### config.mk
export PLATFORM = sky130hd
export DESIGN_NAME = lcdx_ctrl
export DESIGN_NICKNAME = d
export VERILOG_FILES = /design/src/rtl/lcdx_tick_div.sv /design/src/rtl/lcdx_ctrl.sv
export SDC_FILE = /design/constraint.sdc
export NUM_CORES = 1
export LEC_CHECK = 0
export BUFFER_PORTS_ARGS = -buffer_cell sky130_fd_sc_hd__buf_2
export CAP_MARGIN = 0
export CORE_MARGIN = 1.5
export CORE_UTILIZATION = 45
export CTS_BUF_LIST = sky130_fd_sc_hd__clkbuf_8
export DETAILED_ROUTE_END_ITERATION = 8
export PLACE_DENSITY_LB_ADDON = 0.2
export RECOVER_POWER = 25
export SYNTH_ARGS = -nofsm -noshare
export SYNTH_HDL_FRONTEND = slang
export SYNTH_SLANG_ARGS = --single-unit
### constraint.sdc
create_clock -name clk -period 3.6 [get_ports clk]
set_input_delay 0.54 -clock clk [delete_from_list [all_inputs] [get_ports clk]]
set_output_delay 0.54 -clock clk [all_outputs]
set_load 0.02 [all_outputs]
### src/rtl/lcdx_tick_div.sv
`timescale 1ns/100ps
package lcdx_pkg;
  localparam int CLK_PERIOD_NS = 10;
  // Half period of the shift strobe toward the extension driver
  localparam int TICK_NS = 160;
  localparam int TICK_CYCLES = (TICK_NS + CLK_PERIOD_NS - 1) / CLK_PERIOD_NS;
  localparam int TICK_CNT_W = 8;
  localparam int RAM_BYTES = 32;
  localparam int ADDR_W = 5;
  localparam int NUM_COM = 4;
  localparam int NUM_SEG = 64;
  localparam int INT_SEG = 32;
  localparam int SEG_IDX_W = 6;
  localparam logic [5:0] LAST_SEG_IDX = 6'h3F;
  localparam logic [7:0] RAM_RESET = 8'h00;
  // Zero-based pin indices of the shared segment pins
  localparam int POL_PIN = 28;
  localparam int DATA_PIN = 29;
  localparam int SHIFT_PIN = 30;
  localparam int LATCH_PIN = 31;
  typedef enum logic [1:0] {ST_SETUP, ST_CLK_HI, ST_LATCH} lcdx_state_t;
endpackage

module lcdx_tick_div (
  input wire logic clk,
  input wire logic rst,
  output logic tick
);
  logic [lcdx_pkg::TICK_CNT_W-1:0] cnt_reg;
  logic [lcdx_pkg::TICK_CNT_W-1:0] cnt_next;
  logic tick_next;

  always_comb begin
    tick_next = 1'b0;
    cnt_next = cnt_reg + 8'h01;
    if (cnt_reg == 8'(lcdx_pkg::TICK_CYCLES - 1)) begin
      cnt_next = 8'h00;
      tick_next = 1'b1;
    end
  end

  always_ff @(posedge clk) begin
    if (rst) begin
      cnt_reg <= 8'h00;
      tick <= 1'b0;
    end else begin
      cnt_reg <= cnt_next;
      tick <= tick_next;
    end
  end
endmodule

### src/rtl/lcdx_ctrl.sv
`timescale 1ns/100ps
// Behaviour
// (RL1) Panel runs four commons at quarter duty, data also sent out serially.
// (RL2) Byte n holds segment 2n+1 in its low nibble, 2n+2 in its high one.
// (RL3) In each nibble the top bit is common four, the bottom bit common one.
// (RL4) A one in display memory lights the element at its segment and common.
// (RL5) A zero in display memory leaves its element dark.
// (RL6) Software sets the leftmost digit through the first two bytes.
// (RL7) 32 segments come from internal pins, 64 in all via the extension; the code drives 28, pins 28 to 31 carry extension signals.
// (RL8) Pins 32, 31, 30, 29 carry latch, shift, serial data and polarity.
// (RL9) Display memory takes byte and word writes like plain RAM.
module lcdx_ctrl (
  input wire logic clk,
  input wire logic rst,
  input wire logic cpu_wr_en,
  input wire logic cpu_rd_en,
  input wire logic cpu_word,
  input wire logic [4:0] cpu_addr,
  input wire logic [15:0] cpu_wdata,
  output logic [15:0] cpu_rdata,
  output logic [3:0] com_out,
  output logic [31:0] seg_out,
  output logic row_latch_strobe,
  output logic shift_strobe,
  output logic serial_pixel_out,
  output logic polarity_out
);
  // Byte of RAM, nibble, common -> element bit
  function automatic logic seg_bit(input logic [7:0] b, input logic hi,
                                   input logic [1:0] com);
    seg_bit = b[{hi, com}]; // [RL2] [RL3]
  endfunction

  // Word accesses pair the even byte with the odd byte above it
  function automatic logic [4:0] pair_addr(input logic [4:0] a,
                                           input logic odd);
    pair_addr = {a[4:1], odd};
  endfunction

  logic tick;
  logic [7:0] ram_reg [lcdx_pkg::RAM_BYTES];
  logic [7:0] ram_next [lcdx_pkg::RAM_BYTES];
  logic [15:0] rdata_reg;
  logic [15:0] rdata_next;
  lcdx_pkg::lcdx_state_t state_reg;
  lcdx_pkg::lcdx_state_t state_next;
  logic [lcdx_pkg::SEG_IDX_W-1:0] idx_reg;
  logic [lcdx_pkg::SEG_IDX_W-1:0] idx_next;
  logic [1:0] com_reg;
  logic [1:0] com_next;
  logic pol_reg;
  logic pol_next;
  logic shift_reg;
  logic shift_next;
  logic latch_reg;
  logic latch_next;
  logic data_reg;
  logic data_next;
  logic [27:0] iseg_reg;
  logic [27:0] iseg_next;
  logic [3:0] com_drv_reg;
  logic [3:0] com_drv_next;
  logic latch_now;

  lcdx_tick_div u_div (
    .clk(clk),
    .rst(rst),
    .tick(tick)
  );

  // Display memory; word access is big-endian on an even address
  always_comb begin
    for (int i = 0; i < lcdx_pkg::RAM_BYTES; i++) begin
      ram_next[i] = ram_reg[i];
    end
    if (cpu_wr_en) begin
      if (cpu_word) begin
        ram_next[pair_addr(cpu_addr, 1'b0)] = cpu_wdata[15:8]; // [RL9] [RL6]
        ram_next[pair_addr(cpu_addr, 1'b1)] = cpu_wdata[7:0]; // [RL9]
      end else begin
        ram_next[cpu_addr] = cpu_wdata[7:0]; // [RL9]
      end
    end
  end

  always_ff @(posedge clk) begin
    if (rst) begin
      for (int i = 0; i < lcdx_pkg::RAM_BYTES; i++) begin
        ram_reg[i] <= lcdx_pkg::RAM_RESET;
      end
    end else begin
      for (int i = 0; i < lcdx_pkg::RAM_BYTES; i++) begin
        ram_reg[i] <= ram_next[i];
      end
    end
  end

  // A read in the cycle of a write returns the old contents
  always_comb begin
    rdata_next = rdata_reg;
    if (cpu_rd_en) begin
      if (cpu_word) begin
        rdata_next = {ram_reg[pair_addr(cpu_addr, 1'b0)],
                      ram_reg[pair_addr(cpu_addr, 1'b1)]};
      end else begin
        rdata_next = {8'h00, ram_reg[cpu_addr]};
      end
    end
  end

  always_ff @(posedge clk) begin
    if (rst) begin
      rdata_reg <= 16'h0000;
    end else begin
      rdata_reg <= rdata_next;
    end
  end

  // No blanking input: the panel shows memory from the first latch after reset on
  // Scan: per common, shift all 64 bits out, then latch and step
  always_comb begin
    state_next = state_reg;
    idx_next = idx_reg;
    com_next = com_reg;
    pol_next = pol_reg;
    shift_next = shift_reg;
    latch_next = latch_reg;
    data_next = data_reg;
    if (tick) begin
      case (state_reg)
        lcdx_pkg::ST_SETUP: begin
          shift_next = 1'b0;
          latch_next = 1'b0;
          // Seg 1 goes out first; XOR keeps the drive AC [RL4] [RL5]
          data_next = seg_bit(ram_reg[idx_reg[5:1]], idx_reg[0],
                              com_reg) ^ pol_reg; // [RL2] [RL7]
          state_next = lcdx_pkg::ST_CLK_HI;
        end
        lcdx_pkg::ST_CLK_HI: begin
          shift_next = 1'b1; // [RL8]
          if (idx_reg == lcdx_pkg::LAST_SEG_IDX) begin
            state_next = lcdx_pkg::ST_LATCH;
          end else begin
            idx_next = idx_reg + 6'h01;
            state_next = lcdx_pkg::ST_SETUP;
          end
        end
        lcdx_pkg::ST_LATCH: begin
          shift_next = 1'b0;
          latch_next = 1'b1; // [RL8]
          idx_next = 6'h00;
          // Panel group takes this same tick through latch_now
          com_next = com_reg + 2'h1; // [RL1]
          // Polarity flips once a frame, after the fourth common
          if (com_reg == 2'h3) begin
            pol_next = ~pol_reg;
          end
          state_next = lcdx_pkg::ST_SETUP;
        end
        default: begin
          state_next = lcdx_pkg::ST_SETUP;
        end
      endcase
    end
  end

  always_ff @(posedge clk) begin
    if (rst) begin
      state_reg <= lcdx_pkg::ST_SETUP;
      idx_reg <= 6'h00;
      com_reg <= 2'h0;
      pol_reg <= 1'b0;
      shift_reg <= 1'b0;
      latch_reg <= 1'b0;
      data_reg <= 1'b0;
    end else begin
      state_reg <= state_next;
      idx_reg <= idx_next;
      com_reg <= com_next;
      pol_reg <= pol_next;
      shift_reg <= shift_next;
      latch_reg <= latch_next;
      data_reg <= data_next;
    end
  end

  // Panel pins switch with the external latch so both halves show one common
  assign latch_now = tick && (state_reg == lcdx_pkg::ST_LATCH);

  always_comb begin
    iseg_next = iseg_reg;
    com_drv_next = com_drv_reg;
    if (latch_now) begin
      for (int k = 0; k < lcdx_pkg::POL_PIN; k++) begin
        iseg_next[k] = seg_bit(ram_reg[k / 2], 1'(k % 2),
                               com_reg) ^ pol_reg; // [RL4] [RL5] [RL7]
      end
      com_drv_next = (4'h1 << com_reg) ^ {4{pol_reg}}; // [RL1]
    end
  end

  always_ff @(posedge clk) begin
    if (rst) begin
      iseg_reg <= 28'h000_0000;
      com_drv_reg <= 4'h0;
    end else begin
      iseg_reg <= iseg_next;
      com_drv_reg <= com_drv_next;
    end
  end

  assign cpu_rdata = rdata_reg;
  assign com_out = com_drv_reg;
  assign row_latch_strobe = latch_reg;
  assign shift_strobe = shift_reg;
  assign serial_pixel_out = data_reg;
  assign polarity_out = pol_reg;
  assign seg_out[27:0] = iseg_reg;
  assign seg_out[lcdx_pkg::POL_PIN] = pol_reg; // [RL8]
  assign seg_out[lcdx_pkg::DATA_PIN] = data_reg; // [RL8]
  assign seg_out[lcdx_pkg::SHIFT_PIN] = shift_reg; // [RL8]
  assign seg_out[lcdx_pkg::LATCH_PIN] = latch_reg; // [RL8]
endmodule

# [Word-level counts from Yosys, hierarchy flattened]
# Memory sizes are Yosys's and may differ from the RTL's. A register that Yosys moved wholly into a read port is not among the register bits.
# Index checks and enable logic that the tools add are counted.
[totals] regBits=71 ramBits=256 inputBits=26 output_inout_bits=56 wordCells=228 n_memories=1
[memory_table] name="ram_reg" words=32 width=8 read_ports=36 rd_ports_with_merged_regs=1 write_ports=32 line="lcdx_ctrl.sv:41" source="logic [7:0] ram_reg [lcdx_pkg::RAM_BYTES];"
[classes] addsub=3 magnitude_cmp=9 n_eq_ne=6 shifts=1 mux=114 bitwise=66 reduce_logical=16
[ops] op="256-bit bitwise mux" n=3
[ops] op="256-bit two-way mux" n=2
[ops] op="8-bit two-way mux" n=35
[ops] op="8-bit demux with 5-bit select" n=3
[ops] op="1-bit binary-select mux with 2-bit select" n=28
[ops] op="1-bit two-way mux" n=33
[ops] op="1-bit bitwise OR" n=32
[ops] op="1-bit XOR" n=29
[ops] op="6-bit greater-or-equal comparator (second input constant)" n=3
[ops] op="6-bit by 1-bit < comparator with 1-bit output (second input constant)" n=3
[ops] op="5-bit inverter with 6-bit output" n=3
[ops] op="16-bit two-way mux" n=1
[ops] op="6-bit case mux with 2 select lines" n=1
[ops] op="5-bit two-way mux" n=2
[ops] op="8-bit by 1-bit adder with 8-bit output (second input constant)" n=1
[ops] op="8-bit by 4-bit equality test with 1-bit output (second input constant)" n=1
[ops] op="3-bit by 4-bit < comparator with 1-bit output (second input constant)" n=2
[ops] op="2-bit AND reduction" n=4
[ops] op="6-bit by 1-bit adder with 6-bit output (second input constant)" n=1
[ops] op="6-bit equality test (second input constant)" n=1
[ops] op="6-bit two-way mux" n=1
[ops] op="3-bit AND reduction" n=2
[ops] op="2-bit nonzero test" n=3
[ops] op="2-bit equality test (second input constant)" n=2
[ops] op="14 further kinds" n=19

# [Depth between registers and ports, before layout]
# Gate-level depths: netlist of run 1.
[depth] ltp_word=10 mapped_depth=11 mapped_depth_nobuf=7

# [Cells and area by module]
# Synthesis of run 1 repeated with hierarchy kept, for this count alone.
[unflattened] cells_unflattened=1761 area_unflattened_um2=18773.0
[modules_own_cells] module="lcdx_ctrl" n_inst=1 cells_per_inst=1723 area_per_inst_um2=18421.4 seq_area_each_um2=6466.2
[modules_own_cells] module="lcdx_tick_div" n_inst=1 cells_per_inst=38 area_per_inst_um2=351.6 seq_area_each_um2=180.2

# [Least setup slack after synthesis of run 1]
# OpenSTA, ideal clock, no wires.
[synth_timing] path_kind="input to register" from="input cpu_addr[0]" to="register rdata_reg[1], in the netlist cpu_rdata[1]" t_arrival_ps=2908 t_required_ps=3472 slack_ps=564 cell_stages=9 path_buffers=3 path_cell_list="buf_2 > buf_4 > buf_1 > mux4_2 > mux2_2 > a2111oi_0 > a21oi_1 > mux2i_1 > nor2_1"
[synth_via] elab_chain_len=2
[synth_rtl] element="start: declaration" line="lcdx_ctrl.sv:18" source="input wire logic [4:0] cpu_addr,"
[synth_rtl] element="memory read 32 x 8 bit"
[synth_rtl] element="16-bit two-way mux" line="lcdx_ctrl.sv:102" source="if (cpu_word) begin"
[synth_rtl] element="end signal: assignment" line="lcdx_ctrl.sv:115" source="rdata_reg <= rdata_next;"
[synth_rtl] element="end: declaration" line="lcdx_ctrl.sv:43" source="logic [15:0] rdata_reg;"
# Every way passes these cells.
# A chain may end at the register's enable or synchronous reset.

# [Worst setup path after layout of run 1]
[layout_timing] from="input rst" to="register idx_reg[2] (netlist bit)"
[layout_lines] element="start: declaration" line="lcdx_ctrl.sv:14" source="input wire logic rst,"
[layout_lines] element="end signal: assignment" line="lcdx_ctrl.sv:178" source="idx_reg <= idx_next;"
[layout_lines] element="end: declaration" line="lcdx_ctrl.sv:47" source="logic [lcdx_pkg::SEG_IDX_W-1:0] idx_reg;"
# No word-level cell between the ends.

==> results_dict.tcl, run 1 <==
set metrics [dict create \
    min_period_ps 3208 \
    grt_max_degree 165 \
    grt_pass1_wl_mm 98.87 \
    viasPerCell 6.600 \
    finClkSkew_ps 37.70 \
    worstMarginPinSlew_ps 3278 \
    gr-total-overflow 0 \
    htree_levels 2 \
    final.setup.tns_ps 0 \
    async_reset_ff_share_pct 0 \
    io_pins 82 \
    finalSetupViolCount 0 \
    critPathRequiredTime_ps 3910 \
    startpoint_type "primary input" \
    final_common_cell "nor2_1" \
    postCtsSetupRepairBufs 0 \
    die_h_um 207.1 \
    syn-num-nets 1738 \
    layout-drive-gt1-share_pct 24.83 \
    status "finished with violations" \
    gp_congestion 0.9433 \
    leakage_uw 0.006760 \
    path_class "primary input to register" \
    postSynthCellCount 1706 \
    yosysSeqAreaShare_pct 35.46 \
    max_freq_mhz 311.7 \
    cp_num_buf_inv 1 \
    final_util_pct 51.03 \
    worstPathArrival_ps 3520 \
    end_kind "register" \
    dr.pass1.iters 5 \
    syn2layout_area_growth_pct 11.42 \
    synth_edf_count 0 \
    finalCritPeriodShare_pct 89.11 \
    power_frac_seq_pct 47.8 \
    p_int_uw 5793 \
    die_width_um 207.1 \
    portBuffers 81 \
    swShare_pct 26.80 \
    grt_antenna_before_repair 2 \
    syn_avg_cell_area_um2 10.99 \
    drtIter0Drc 1902 \
    cts_resized 0 \
    drc 0 \
    peakVddDrop_v 0.0002493 \
    synth_seq_cells 332 \
    p_switching_uw 2121 \
    wl_per_cell_um 28.44 \
    slowest_stage "buf_2" \
    start_util_pct 45.80 \
    crit_chain "buf_2 > nor3_1" \
    synth_top_area_share_pct 35.46 \
    grt_pass1_vias 14780 \
    clk_latency_ps 690 \
    post_dp_cell_area_um2 19820 \
    synth_area_leaders "dfxtp_1, mux4_2, mux2i_1, nor2_1, a211oi_1" \
    ys.flop_type "dfxtp_1" \
    vias 15410 \
    violations "max-capacitance violations, max-slew violations" \
    yosys.area.top_type "dfxtp_1" \
    die-area_um2 42880 \
    cts_tree "done" \
    comb_power_share_pct 8.5 \
    cp_max_fo 164 \
    mostFrequentLayoutCells "nor2_1, dfxtp_1, mux4_2, a211oi_1, mux2i_1" \
    pwr-share-clk_pct 43.6 \
    rows 74 \
    final_antenna_net_count 0 \
    cts-root-buf "clkbuf_8" \
    syn-cell-area_um2 18740 \
    hold_viol_final 0 \
    postCtsHoldBufs 0 \
    rsz0062_at_grt "false" \
    grt_util_all_layers_pct 30.75 \
    wirelength_mm 66.38 \
    max_cap_viol_count 1 \
    hpwl_mm 47.31 \
    cts_made_buffers 57 \
    ys_types 54 \
    powerDensity_nw_per_um2 379.0 \
    final_area_um2 20880 \
    slew_violations 163 \
    slowest_delay_ps 2190 \
    nNetsFinal 1789 \
    slew_headroom_pct -118.5 \
    min_path_type "primary input to register" \
    yosys_warnings 0 \
    cts_sinks 332 \
    cts_buffer_depth 3 \
    clkTransAtPathRegs_ps 60 \
    core-area_um2 40920 \
    critical-path-top-delay-family "buffers and inverters" \
    largest_reg_flops 256 \
]
cells by family after synthesis:
| group | share of synthesized area [%] |
|---|---|
| AO/OA/AOI/OAI | 10.65 |
| XOR/XNOR | 2.056 |
| adder cells (fa/ha/maj) | 0.4006 |
| buffers and inverters | 4.273 |
| flip-flops | 35.46 |
| multiplexers | 37.01 |
| AND/OR/NAND/NOR | 10.15 |
per-layer routing:
metal / vias up / part of all wire (%) / GRT usage [%]
met2: 947 / 43 / 44.02
met3: 195 / 11 / 8.763
met5: - / 0.020 / 0
li1: 6603 / - / -
met4: 2 / 6.0 / 17.39
met1: 7658 / 40 / 41.72
cell type report:
type,instances,area [µm²]
multi-input cells,1184,11300
well taps,532,665.6
flip-flops and latches,332,6654
clock inverters,32,168.9
clock buffers,70,963.4
inverters,14,52.55
diodes,2,5.005
fillers,3704,20040
repair buffers,168,1077
power by group through the flow:
stage | clock network (µW) | logic (µW) | registers [µW]
after floorplan | 0 | 446 | 3840
after detailed placement | 0 | 664 | 3860
after global routing | 3670 | 709 | 3790
after global placement | 0 | 659 | 3860
final | 3450 | 675 | 3790
after CTS | 3500 | 666 | 3780
stage by stage:
| step | setup slack (ps) | hold slack, ps | std cells | power, µW |
|---|---|---|---|---|
| global placement | 491.9 | 423.6 | 2230 | 4518 |
| CTS | 456.5 | 279.6 | 2332 | 7947 |
| finish | 392.0 | 309.0 | 2334 | 7914 |
| floorplan | 564.3 | 413.2 | 1706 | 4283 |
| global route | 271.9 | 296.8 | 2332 | 8162 |
| detailed placement | 443.7 | 451.7 | 2230 | 4526 |
cells in the mapped netlist (all sizes together) (3+ instances only):
| cell type | instances |
|---|---|
| mux4 | 237 |
| clkbuf | 111 |
| nand2 | 50 |
| xnor2 | 38 |
| nand3b | 3 |
| o21ai | 27 |
| o211ai | 7 |
| a211oi | 161 |
| and3 | 5 |
| a2111oi | 4 |
| nand2b | 17 |
| dfxtp | 332 |
| o221ai | 12 |
| o22ai | 4 |
| buf | 65 |
| nand3 | 16 |
| a21oi | 32 |
| nor3 | 9 |
| mux2i | 149 |
| nor2 | 337 |
| a311oi | 3 |
| a22oi | 14 |
| and2 | 5 |
| inv | 14 |
| xor2 | 6 |
| nand4 | 4 |
| nor2b | 8 |
| ha | 6 |
| mux2 | 8 |
worst paths after layout:
kind | depth (start not counted) | slack [ps] | start | endpoint
worst min-delay path | 3 | 310 | cpu_wdata[0] | ram_reg[31][0]$_SDFFE_PP0P_
worst min register to register | 1 | 450 | u_div.cnt_reg[0]$_SDFF_PP0_ | u_div.cnt_reg[0]$_SDFF_PP0_
worst max register to register | 8 | 390 | register | serial_pixel_out$_SDFFE_PP0P_
worst max-delay path | 2 | 390 | rst | idx_reg[2]$_SDFFE_PP0P_
No activity file was read; power rests on OpenSTA's default activity.
==> run 2: changes to the inputs <==
Settings changed: ABC_CLOCK_PERIOD_IN_PS set to 3600, GPL_TIMING_DRIVEN set to 0.
==> results_dict.tcl, run 2 (synthesized netlist as in run 1, its figures left out) <==
set metrics [dict create \
    die_width_um 207.1 \
    cts_sinks 332 \
    nNetsFinal 1868 \
    die-area_um2 42880 \
    finalSetupViolCount 10 \
    mostFrequentLayoutCells "nor2_1, dfxtp_1, mux4_2, clkbuf_1, a211oi_1" \
    max_freq_mhz 272.9 \
    grt_max_degree 20 \
    status "finished with violations" \
    clk_latency_ps 700 \
    slew_violations 0 \
    rsz0062_at_grt "false" \
    critPathRequiredTime_ps 4190 \
    crit_chain "buf_1 > mux4_2 > mux4_2 > nand3_1 > o221ai_1 > or3_1 > a31o_1 > a311oi_2" \
    wl_per_cell_um 38.58 \
    timing.hold.ws_ps 310.6 \
    grt_pass1_wl_mm 127.6 \
    postCtsSetupRepairBufs 0 \
    final_antenna_net_count 0 \
    drtIter0Drc 2232 \
    cpMostUsedCell "mux4_2" \
    final_util_pct 51.17 \
    hpwl_mm 70.60 \
    finalCritPeriodShare_pct 101.8 \
    grt_antenna_before_repair 5 \
    cts_buffer_depth 3 \
    cts_made_buffers 58 \
    startpoint_type "register" \
    violations "negative setup slack" \
    drc 0 \
    slowest_delay_ps 910 \
    min_period_ps 3664 \
    cts_resized 13 \
    slew_headroom_pct 11.10 \
    core-area_um2 40920 \
    path_class "register to register" \
    io_pins 82 \
    cts_tree "done" \
    wirelength_mm 92.87 \
    vias 16750 \
    cts-root-buf "clkbuf_8" \
    r2r_setup_slack_ps -60 \
    clkTransAtPathRegs_ps 80 \
    layout-drive-gt1-share_pct 21.29 \
    setup_slack_ps -64.22 \
    finClkSkew_ps 51.27 \
    grt_pass1_vias 16010 \
    grt_util_all_layers_pct 42.92 \
    slowest_stage "buf_1" \
    peakVddDrop_v 0.0002527 \
    end_kind "register" \
    gp_congestion 1.065 \
    worstMarginPinSlew_ps 1333 \
    start_util_pct 45.80 \
    rows 74 \
    cp_max_fo 10 \
    htree_levels 2 \
    final_common_cell "nor2_1" \
    largest_reg_flops 256 \
    powerDensity_nw_per_um2 392.2 \
    max_cap_viol_count 0 \
    syn2layout_area_growth_pct 11.73 \
    viasPerCell 6.957 \
    min_path_type "primary input to register" \
    postCtsHoldBufs 0 \
    dr.pass1.iters 6 \
    gr-total-overflow 0 \
    hold_viol_final 0 \
    portBuffers 67 \
    die_h_um 207.1 \
    worstPathArrival_ps 4250 \
    leakage_uw 0.006617 \
]
run 2: power breakdown:
group	leakage [µW]	internal, µW	switching, µW
logic	0.00328	246	585
clock network	0.000661	1930	1660
registers	0.00268	3720	75.1
run 2: area by class of cell:
type / count / area (µm²)
well taps: 532 / 665.6
clock buffers: 72 / 991.0
plain buffers: 172 / 753.2
inverters: 14 / 52.55
repair buffers: 74 / 332.8
flip-flops and latches: 332 / 6646
clock inverters: 26 / 168.9
diodes: 1 / 2.502
fillers: 3809 / 19980
multi-input cells: 1184 / 11330
run 2: path summary, 6_finish.rpt:
path / cells after the start / end / startpoint
setup reg to reg: 8 / serial_pixel_out$_SDFFE_PP0P_ / register
setup / recovery: 8 / serial_pixel_out$_SDFFE_PP0P_ / register
hold reg to reg: 1 / u_div.cnt_reg[0]$_SDFF_PP0_ / u_div.cnt_reg[0]$_SDFF_PP0_
hold / removal: 3 / cpu_rdata[8]$_SDFFE_PP0P_ / cpu_rd_en
run 2: per-layer routing:
metal | track usage, % | vias up | wire length, µm
li1 | - | 6751 | -
met1 | 55.55 | 8421 | 35360
met2 | 63.66 | 1247 | 40080
met3 | 10.90 | 323 | 10180
met4 | 28.46 | 4 | 7223
met5 | 0 | - | 29
run 2: metrics by stage:
step	worst slack, ps	power [µW]	instance area [µm²]	setup TNS [ps]	cells
after floorplan	564.3	4283	18740	0	1706
after global placement	-1445	4649	19740	-179380	2305
after detailed placement	-939.2	4664	19810	-133740	2311
after CTS	14.37	8181	21010	0	2407
after global routing	7.385	8388	20940	0	2406
final	-64.22	8213	20940	-418.9	2407
run 2: critical path: cells and delay by family, from the launching register on:
| kind | cells | cell delay, ps |
|---|---|---|
| buffers and inverters | 1 | 910 |
| flip-flops | 1 | 380 |
| AO/OA/AOI/OAI | 3 | 740 |
| multiplexers | 2 | 990 |
| AND/OR/NAND/NOR | 2 | 530 |
